--- src/verilog/flfe_pkg.sv ---
// Purpose: Shared constants and types of the forward lookup front end
// Assumes: One 25 MHz clock, synchronous active-low reset
// Notes:   Byte offsets are those of the 8-bit management port
`default_nettype none

package flfe_pkg;
    localparam int PORTS = 16;
    typedef logic [3:0] flfe_port_t;
    typedef logic [PORTS-1:0] flfe_vec_t;
    typedef logic [35:0] flfe_word_t;

    // Management port register offsets
    localparam logic [7:0] ADDR_FWD_BLOCK_LO = 8'hf4;
    localparam logic [7:0] ADDR_FWD_BLOCK_HI = 8'hf5;
    localparam logic [7:0] ADDR_RX_BLOCK_LO = 8'hf6;
    localparam logic [7:0] ADDR_RX_BLOCK_HI = 8'hf7;
    localparam logic [7:0] ADDR_CPU_STEER = 8'hf8;

    // Reset values
    localparam flfe_vec_t RST_FWD_BLOCK = 16'h0000;
    localparam flfe_vec_t RST_RX_BLOCK = 16'h0000;
    localparam logic [7:0] RST_CPU_STEER = 8'h0f;
    localparam logic [7:0] RDATA_NONE = 8'h00;

    // Steering register fields
    localparam int STEER_CPU_HI = 7;
    localparam int STEER_CPU_LO = 4;
    localparam int STEER_DST_HI = 3;
    localparam int STEER_DST_LO = 0;
    localparam flfe_port_t STEER_OFF = 4'hf;

    // Buffer-memory word fields
    localparam int FLAG_HI = 35;
    localparam int FLAG_LO = 34;
    localparam int LIST_BIT = 35;
    localparam int CHAN_HI = 27;
    localparam int CHAN_LO = 24;
    localparam int DA_HI = 31;
    localparam int DA_LO = 0;
    localparam logic [1:0] SOF_FLAGS = 2'b01;

    // Answer deadline
    localparam int CLK_PERIOD_NS = 40;
    localparam int DEADLINE_NS = 440;
    localparam int DEADLINE_CYC = DEADLINE_NS / CLK_PERIOD_NS;
    localparam int TMR_W = 4;

    typedef enum logic [1:0] {
        ST_IDLE = 2'b01,
        ST_WAIT = 2'b10
    } flfe_state_t;
endpackage

`default_nettype wire

--- src/verilog/flfe_dec_if.sv ---
// Purpose: Carries the forwarding decision inputs and results
// Assumes: Driven and read on the same clock
// Notes:   Purely combinational path
`default_nettype none

interface flfe_dec_if;
    import flfe_pkg::*;
    flfe_vec_t lookup_vec;
    flfe_vec_t vlan_vec;
    flfe_vec_t fwd_mask;
    flfe_vec_t rx_mask;
    flfe_port_t src_port;
    flfe_port_t steer_cpu;
    flfe_port_t steer_dst;
    logic exempt;
    logic steered;
    logic rx_blocked;
    logic discard;
    logic single;
    flfe_port_t port;
    flfe_vec_t vec;

    modport top (
        output lookup_vec, vlan_vec, fwd_mask, rx_mask, src_port, steer_cpu, steer_dst, exempt,
        input steered, rx_blocked, discard, single, port, vec
    );
    modport dec (
        input lookup_vec, vlan_vec, fwd_mask, rx_mask, src_port, steer_cpu, steer_dst, exempt,
        output steered, rx_blocked, discard, single, port, vec
    );
endinterface

`default_nettype wire

--- src/verilog/flfe_reduce.sv ---
// Purpose: Chooses the forwarding code for one looked-up frame
// Assumes: Inputs stable in the cycle the result is taken
// Notes:   Receive blocking ranks above steering
`default_nettype none

module flfe_reduce (
    flfe_dec_if.dec d
);
    import flfe_pkg::*;

    function automatic flfe_vec_t port_bit(input flfe_port_t p);
        flfe_vec_t v;
        v = '0;
        v[p] = 1'b1;
        return v;
    endfunction

    function automatic logic [4:0] count_ones(input flfe_vec_t v);
        logic [4:0] c;
        c = '0;
        for (int i = 0; i < PORTS; i++) begin
            c = c + 5'(v[i]);
        end
        return c;
    endfunction

    function automatic flfe_port_t first_port(input flfe_vec_t v);
        flfe_port_t p;
        p = '0;
        for (int i = PORTS - 1; i >= 0; i--) begin
            if (v[i]) begin
                p = 4'(i);
            end
        end
        return p;
    endfunction

    flfe_vec_t masked;
    logic [4:0] cnt;

    always_comb begin
        // Steering needs a valid CPU port, an armed destination and a CPU source
        d.steered = (d.steer_dst != STEER_OFF) && (d.steer_cpu != STEER_OFF) &&
                    (d.src_port == d.steer_cpu);
        d.rx_blocked = d.rx_mask[d.src_port] && !d.exempt;
        // VLAN mask, drop source port and forward-blocked ports
        masked = d.lookup_vec & d.vlan_vec & ~port_bit(d.src_port) & ~d.fwd_mask;
        cnt = count_ones(masked);
        d.discard = 1'b0;
        d.single = 1'b0;
        d.port = '0;
        d.vec = '0;
        if (d.rx_blocked) begin
            d.discard = 1'b1;
        end else if (d.steered) begin
            d.single = 1'b1;
            d.port = d.steer_dst;
            d.vec = port_bit(d.steer_dst);
        end else if (cnt == 5'h00) begin
            d.discard = 1'b1;
        end else begin
            d.single = (cnt == 5'h01);
            d.port = first_port(masked);
            d.vec = masked;
        end
    end
endmodule

`default_nettype wire

--- src/verilog/flfe_top.sv ---
// Purpose: Forward lookup front end watching the buffer-memory bus
// Assumes: Bus and management port are synchronous to i_clk
// Notes:   Table storage lives outside; results come back on i_lookup_*
//
// Function
// - Discard frames whose source port is set in the receive block mask.
// - Block-exempt flag on the destination entry lets a receive-blocked frame through.
// - CPU port comes from steering bits 7-4; value 0xf is ignored.
// - Steering destination 0xf keeps steering off; lookup result routes frames.
// - Armed steering sends CPU-port frames to the coded port, ignoring lookup.
// - After one steered frame the device writes 0xf to the destination field; a host steering write in that same cycle wins instead.
// - Prefer single-port codes over multi-port codes whenever possible.
// - Reduce sets by VLAN mask, source removal, forward-block removal; one left is single.
// - Frame start is found from the flag bits of the first flag word.
// - On the cycle of the flag word, capture the first 32 DA bits from that same word.
// - The forwarding code is presented within 440 ns of the DA capture.
// - Only buffers with broadcast-list flag 0 are frame data and start lookups.
// - Source port comes from the channel code written with the first buffer.
// - Start of frame is flags 35-34 equal to 01 in data cycle 1.
// - Forward-blocked ports get no frames except a steered frame.
// - Receive-blocked frames do not advance statistics counters.
`default_nettype none

module flfe_top (
    input wire logic i_clk,
    input wire logic i_reset_n,
    input wire logic i_dd_valid,
    input wire flfe_pkg::flfe_word_t i_dd,
    input wire logic [7:0] i_host_addr,
    input wire logic [7:0] i_host_wdata,
    input wire logic i_host_wr,
    input wire logic i_host_rd,
    output logic [7:0] o_host_rdata,
    output logic o_lookup_req,
    output logic [31:0] o_lookup_da,
    output flfe_pkg::flfe_port_t o_src_port,
    input wire logic i_lookup_valid,
    input wire flfe_pkg::flfe_vec_t i_lookup_vec,
    input wire logic i_lookup_exempt,
    input wire flfe_pkg::flfe_vec_t i_src_vlan_vec,
    output logic o_match_valid,
    output logic o_match_discard,
    output logic o_match_single,
    output flfe_pkg::flfe_port_t o_match_port,
    output flfe_pkg::flfe_vec_t o_match_vec,
    output logic o_stat_count_en
);
    import flfe_pkg::*;

    localparam logic [TMR_W-1:0] TMR_LAST = TMR_W'(DEADLINE_CYC - 1);

    ////////////////////////////////////////////////////////////////////////////////
    // State
    flfe_state_t state_ff, nxt_state;
    logic [TMR_W-1:0] tmr_ff, nxt_tmr;
    logic prev_seen_ff, nxt_prev_seen;
    logic prev_list_ff, nxt_prev_list;
    flfe_port_t prev_chan_ff, nxt_prev_chan;
    flfe_vec_t fwd_mask_ff, nxt_fwd_mask;
    flfe_vec_t rx_mask_ff, nxt_rx_mask;
    logic [7:0] steer_ff, nxt_steer;
    logic [7:0] rdata_ff, nxt_rdata;
    logic req_ff, nxt_req;
    logic [31:0] da_ff, nxt_da;
    flfe_port_t src_ff, nxt_src;
    logic mvalid_ff, nxt_mvalid;
    logic mdiscard_ff, nxt_mdiscard;
    logic msingle_ff, nxt_msingle;
    flfe_port_t mport_ff, nxt_mport;
    flfe_vec_t mvec_ff, nxt_mvec;
    logic count_ff, nxt_count;
    logic sof_hit;
    logic steer_wr;

    flfe_dec_if dec ();

    flfe_reduce u_reduce (
        .d(dec.dec)
    );

    assign dec.lookup_vec = i_lookup_vec;
    assign dec.vlan_vec = i_src_vlan_vec;
    assign dec.fwd_mask = fwd_mask_ff;
    assign dec.rx_mask = rx_mask_ff;
    assign dec.src_port = src_ff;
    assign dec.steer_cpu = steer_ff[STEER_CPU_HI:STEER_CPU_LO];
    assign dec.steer_dst = steer_ff[STEER_DST_HI:STEER_DST_LO];
    assign dec.exempt = i_lookup_exempt;

    ////////////////////////////////////////////////////////////////////////////////
    // Next-state logic
    always_comb begin
        // Start of frame: flag word 01 after a data (non broadcast-list) first word
        sof_hit = i_dd_valid && (i_dd[FLAG_HI:FLAG_LO] == SOF_FLAGS) &&
                  prev_seen_ff && !prev_list_ff;
        steer_wr = i_host_wr && (i_host_addr == ADDR_CPU_STEER);
        nxt_state = state_ff;
        nxt_tmr = tmr_ff;
        nxt_prev_seen = prev_seen_ff;
        nxt_prev_list = prev_list_ff;
        nxt_prev_chan = prev_chan_ff;
        nxt_fwd_mask = fwd_mask_ff;
        nxt_rx_mask = rx_mask_ff;
        nxt_steer = steer_ff;
        nxt_rdata = rdata_ff;
        nxt_req = 1'b0;
        nxt_da = da_ff;
        nxt_src = src_ff;
        nxt_mvalid = 1'b0;
        nxt_mdiscard = mdiscard_ff;
        nxt_msingle = msingle_ff;
        nxt_mport = mport_ff;
        nxt_mvec = mvec_ff;
        nxt_count = 1'b0;

        if (i_dd_valid) begin
            nxt_prev_seen = 1'b1;
            nxt_prev_list = i_dd[LIST_BIT];
            nxt_prev_chan = i_dd[CHAN_HI:CHAN_LO];
        end

        case (state_ff)
            ST_IDLE: begin
                if (sof_hit) begin
                    nxt_da = i_dd[DA_HI:DA_LO];
                    nxt_src = prev_chan_ff;
                    nxt_req = 1'b1;
                    nxt_tmr = '0;
                    nxt_state = ST_WAIT;
                end
            end
            ST_WAIT: begin
                nxt_tmr = tmr_ff + 1'b1;
                if (i_lookup_valid) begin
                    nxt_mvalid = 1'b1;
                    nxt_mdiscard = dec.discard;
                    nxt_msingle = dec.single;
                    nxt_mport = dec.port;
                    nxt_mvec = dec.vec;
                    nxt_count = !dec.rx_blocked;
                    if (dec.steered && !dec.rx_blocked) begin
                        nxt_steer[STEER_DST_HI:STEER_DST_LO] = STEER_OFF;
                    end
                    nxt_state = ST_IDLE;
                end else if (tmr_ff == TMR_LAST) begin
                    nxt_mvalid = 1'b1;
                    nxt_mdiscard = 1'b1;
                    nxt_msingle = 1'b0;
                    nxt_mport = '0;
                    nxt_mvec = '0;
                    nxt_state = ST_IDLE;
                end
            end
            default: begin
                nxt_state = ST_IDLE;
            end
        endcase

        // Management writes; a write to the steering register wins over self-disarm
        if (i_host_wr) begin
            if (i_host_addr == ADDR_FWD_BLOCK_LO) begin
                nxt_fwd_mask[7:0] = i_host_wdata;
            end else if (i_host_addr == ADDR_FWD_BLOCK_HI) begin
                nxt_fwd_mask[15:8] = i_host_wdata;
            end else if (i_host_addr == ADDR_RX_BLOCK_LO) begin
                nxt_rx_mask[7:0] = i_host_wdata;
            end else if (i_host_addr == ADDR_RX_BLOCK_HI) begin
                nxt_rx_mask[15:8] = i_host_wdata;
            end else if (steer_wr) begin
                nxt_steer = i_host_wdata;
            end
        end

        // Management reads
        if (i_host_rd) begin
            if (i_host_addr == ADDR_FWD_BLOCK_LO) begin
                nxt_rdata = fwd_mask_ff[7:0];
            end else if (i_host_addr == ADDR_FWD_BLOCK_HI) begin
                nxt_rdata = fwd_mask_ff[15:8];
            end else if (i_host_addr == ADDR_RX_BLOCK_LO) begin
                nxt_rdata = rx_mask_ff[7:0];
            end else if (i_host_addr == ADDR_RX_BLOCK_HI) begin
                nxt_rdata = rx_mask_ff[15:8];
            end else if (i_host_addr == ADDR_CPU_STEER) begin
                nxt_rdata = steer_ff;
            end else begin
                nxt_rdata = RDATA_NONE;
            end
        end
    end

    ////////////////////////////////////////////////////////////////////////////////
    // Registers
    always_ff @(posedge i_clk) begin
        if (!i_reset_n) begin
            state_ff <= ST_IDLE;
            tmr_ff <= '0;
            prev_seen_ff <= 1'b0;
            prev_list_ff <= 1'b0;
            prev_chan_ff <= '0;
            fwd_mask_ff <= RST_FWD_BLOCK;
            rx_mask_ff <= RST_RX_BLOCK;
            steer_ff <= RST_CPU_STEER;
            rdata_ff <= RDATA_NONE;
            req_ff <= 1'b0;
            da_ff <= '0;
            src_ff <= '0;
            mvalid_ff <= 1'b0;
            mdiscard_ff <= 1'b0;
            msingle_ff <= 1'b0;
            mport_ff <= '0;
            mvec_ff <= '0;
            count_ff <= 1'b0;
        end else begin
            state_ff <= nxt_state;
            tmr_ff <= nxt_tmr;
            prev_seen_ff <= nxt_prev_seen;
            prev_list_ff <= nxt_prev_list;
            prev_chan_ff <= nxt_prev_chan;
            fwd_mask_ff <= nxt_fwd_mask;
            rx_mask_ff <= nxt_rx_mask;
            steer_ff <= nxt_steer;
            rdata_ff <= nxt_rdata;
            req_ff <= nxt_req;
            da_ff <= nxt_da;
            src_ff <= nxt_src;
            mvalid_ff <= nxt_mvalid;
            mdiscard_ff <= nxt_mdiscard;
            msingle_ff <= nxt_msingle;
            mport_ff <= nxt_mport;
            mvec_ff <= nxt_mvec;
            count_ff <= nxt_count;
        end
    end

    assign o_host_rdata = rdata_ff;
    assign o_lookup_req = req_ff;
    assign o_lookup_da = da_ff;
    assign o_src_port = src_ff;
    assign o_match_valid = mvalid_ff;
    assign o_match_discard = mdiscard_ff;
    assign o_match_single = msingle_ff;
    assign o_match_port = mport_ff;
    assign o_match_vec = mvec_ff;
    assign o_stat_count_en = count_ff;

    logic take;
    assign take = (state_ff == ST_WAIT) && i_lookup_valid;
endmodule

`default_nettype wire

--- config.mk ---
export PLATFORM = sky130hd
export DESIGN_NAME = flfe_top
export DESIGN_NICKNAME = d
export VERILOG_FILES = /design/src/verilog/flfe_pkg.sv /design/src/verilog/flfe_dec_if.sv /design/src/verilog/flfe_reduce.sv /design/src/verilog/flfe_top.sv
export SDC_FILE = /design/constraint.sdc
export NUM_CORES = 1
export LEC_CHECK = 0
export BUFFER_PORTS_ARGS = -buffer_cell sky130_fd_sc_hd__buf_4
export CAP_MARGIN = 20
export CORE_ASPECT_RATIO = 0.5
export CORE_MARGIN = 3
export CORE_UTILIZATION = 40
export CTS_CLUSTER_SIZE = 8
export DETAILED_ROUTE_END_ITERATION = 12
export GPL_ROUTABILITY_DRIVEN = 0
export PLACE_DENSITY = 0.67
export SYNTH_ARGS = -nofsm -noshare
export SYNTH_HDL_FRONTEND = slang
export SYNTH_SLANG_ARGS = --single-unit
export TNS_END_PERCENT = 30
--- constraint.sdc ---
create_clock -name i_clk -period 6.45 [get_ports i_clk]
set_clock_uncertainty 0.15 [all_clocks]
set_input_delay 0.3225 -clock i_clk [delete_from_list [all_inputs] [get_ports i_clk]]
set_output_delay 0.3225 -clock i_clk [all_outputs]
set_load 0.02 [all_outputs]
==> run_results.csv <==
group,metric,value,unit
status,status,"completed",
power_and_ir_drop,power_density,246.4,mW/mm^2
global_route,grt_remaining_overflow,0,
setup_path,crit_type,"register to register",
setup_path,start_kind,"register",
drt,wl_per_cell,17.35,um
die,die_area,0.01665,mm^2
sta,setup_ws,0.5665,ns
power_and_ir_drop,p_leak,3.396,nW
global_route,grt_pass1_wl,30390,um
global_route,grt_max_degree,94,
place,dpl.hpwl,13210,um
global_route,first_global_vias,5716,
layout,nFillCells,1275,
die,core-area,0.01411,mm^2
drt,dr.pass1.iters,5,
global_route,antenna_found_initial,0,
yosys,async_reset_ff_frac,0,
yosys,synthDistinctLibCells,70,
yosys,synth_seq_cells,121,
global_route,grt_util_met1,0.3042,
setup_path,worstPathArrival,6.08,ns
hold_path,hold_class,"input port to register",
global_route,grt_use_total,0.2251,
drt,drtIter0Drc,398,
power_and_ir_drop,power,2.005,mW
clock_tree,cts_setup_buffers,0,
sta,slew_headroom,0.3127,
sta,tightest_slew,1.031,ns
setup_path,crit_path_max_incr_delay,0.53,ns
die,placementRows,30,
sta,tns,0,ns
clock_tree,insertion_delay,0.42,ns
sta,hold_viol_final,0,
yosys,yosysMostFrequentCell,"nand2_1",
yosys,synth.top_cells.by_area,"dfxtp_1, nand2_1, mux2i_1",
clock_tree,cts_tree,"yes",
clock_tree,h-tree-depth,4,
yosys,ys_seq_area_frac,0.4023,
setup_path,crit_family,"adder cells",
layout,antenna_cells,0,
yosys,synthCells,715,
drt,drt-total-wl,18880,um
flow_run,drv_cap,0,
drt,vias_per_cell,5.397,
yosys,yosysTopAreaCell,"dfxtp_1",
sta,setup_violations,0,
global_route,use_met3,0.06355,
layout,final_nets,991,
yosys,synth-edff-count,0,
drt,vias,5872,
sta,finalMaxSlewViolations,0,
power_and_ir_drop,vdd.ir_drop.worst,174.6,uV
sta,max_freq,170.0,MHz
setup_path,critPathCaptureType,"register",
setup_path,crit_fanout,26,
clock_tree,cts-buffers-inserted,17,
clock_tree,path_clk_slew,0.06,ns
die,io_pins,160,
setup_path,crit_chain,"buf_4, nor2_1, a211oi_1, buf_4, ha_1, fa_1, inv_1, fa_1, fa_1, fa_1, inv_1, fa_1, fa_1, and2_1, a21oi_1, nor2_1, nor2_1, a22oi_1, o21ai_1",
clock_tree,clock_sinks,121,
place,place_ws,0.4646,ns
sta,period_share,0.9122,
drt,postRouteAntennaNets,0,
global_route,grt-busiest-layer,"met2",
yosys,yosysWarnings,0,
setup_path,cp_slowest_cell,"fa_1",
yosys,netlist_area,0.006021,mm^2
yosys,syn_nets,823,
drt,drc,0,
setup_path,crit_buf_inv,4,
yosys,synth_top_cell_area_share,0.4023,
die,die-width,179.5,um
sta,rsz0062_at_grt,"no",
yosys,synth_common_cells,"nand2_1, dfxtp_1, a21oi_1",
die,die_h,92.75,um
clock_tree,cts-root-buf,"clkbuf_16",
die,start_util,0.4266,
clock_tree,clk_path_buf_depth,2,
global_route,use_met2,0.3516,
layout,area_delta_synth_final,35.20,%
place,port_buffers,157,
setup_path,crit_top_cell,"fa_1",
layout,drive_gt1_frac,0.2578,
setup_path,timing.critical_path.required,6.64,ns
yosys,yosys_most_used_dff,"dfxtp_1",
sta,post-route-min-period,5.884,ns
yosys,synth_area_per_cell,8.421,um^2
layout by cell type, fill, tap and decap left out, types with 4 or more instances in the layout:
master / count
dlygate4sd3_1: 22
dfxtp_1: 121
clkbuf_16: 17
fa_1: 10
nor3_1: 9
nand3b_1: 12
nand2b_1: 8
a211oi_1: 5
a21o_1: 5
a21oi_1: 65
o21ai_1: 13
o21ai_0: 16
inv_6: 9
a22o_1: 8
buf_4: 172
nand2_1: 140
ha_1: 7
nor2_1: 58
and3_1: 5
a32oi_1: 7
nor2b_1: 6
a22oi_1: 9
a31oi_1: 4
a41oi_1: 11
mux2_2: 13
inv_1: 22
mux2i_1: 36
nand3_1: 19
worst register-to-register path, stage by stage (launching register included):
cell,delay [ns]
dfxtp_1,0.33
buf_4,0.32
nor2_1,0.16
a211oi_1,0.24
buf_4,0.19
ha_1,0.25
fa_1,0.50
inv_1,0.06
fa_1,0.53
fa_1,0.44
fa_1,0.49
inv_1,0.05
fa_1,0.40
fa_1,0.39
and2_1,0.16
a21oi_1,0.20
nor2_1,0.09
nor2_1,0.53
a22oi_1,0.20
o21ai_1,0.14
state kept, by name, summed over array words and instances, names as in the netlist, 2 cells and up:
signal        count
o_match_vec      16
dec.rx_mask      16
prev_chan_ff      4
o_lookup_da      32
o_match_port      4
dec.fwd_mask     16
o_host_rdata      8
tmr_ff            4
state_ff          2
steer_ff          8
o_src_port        4
through the flow:
step / cells / hold WS (ns) / cell area [um^2] / util
3_3_place_gp: 1034 / 0.2923 / 7338 / 0.5199
4_1_cts: 1088 / 0.0003734 / 8135 / 0.5764
2_1_floorplan: 715 / 0.2812 / 6021 / -
5_1_grt: 1088 / 0.001716 / 8140 / 0.5768
6_report: 1088 / 0.008549 / 8140 / 0.5768
3_5_place_dp: 1034 / 0.2941 / 7338 / 0.5199
per-layer routing:
metal	part of all wire	wire, um
met1	0.44	8310
met4	0.014	270
met2	0.45	8491
met5	0	0
met3	0.096	1809
cell type report:
class,count,area [um^2],area share
clock buffers,17,425.4,0.05226
clock inverters,15,151.4,0.01860
inverters,24,102.6,0.01260
multi-input cells,525,3287,0.4038
flip-flops and latches,121,2422,0.2976
well taps,192,240.2,0.02951
repair buffers,194,1511,0.1857
path summary, 6_finish.rpt:
path / to / slack (ns) / depth (start not counted) / startpoint
worst max-delay path: o_match_vec[10] / 0.57 / 19 / o_src_port[1]
worst min-delay path: prev_chan_ff[2] / 0.009 / 3 / i_dd[26]
worst max register to register: o_match_vec[10] / 0.57 / 19 / o_src_port[1]
worst min register to register: o_match_vec[6] / 0.30 / 2 / o_match_vec[6]
logic make-up (layout without fill, tap and decap cells):
kind of cell,count (synthesis),in the layout,synth area share
buf+inv,69,250,0.05258
mux,50,50,0.08666
xor+xnor,4,4,0.005820
simple gates,281,281,0.2132
flops,121,121,0.4023
compound gates,173,173,0.1916
fa+ha+maj,17,17,0.04780
power by group:
group / leakage, nW / total, mW / switching [mW] / internal (mW)
Sequential: 0.978 / 0.761 / 0.00489 / 0.756
Clock: 0.275 / 0.941 / 0.398 / 0.544
Combinational: 2.14 / 0.303 / 0.167 / 0.137
Total: 3.40 / 2.01 / 0.569 / 1.44
repair_timing:
item	in CTS	in global routing
endpoints found under the hold margin	22	0
endpoints found under the setup margin	0	1
hold buffers	22	0
gates resized for setup	0	1
No activity file was read; power rests on OpenSTA's default activity.
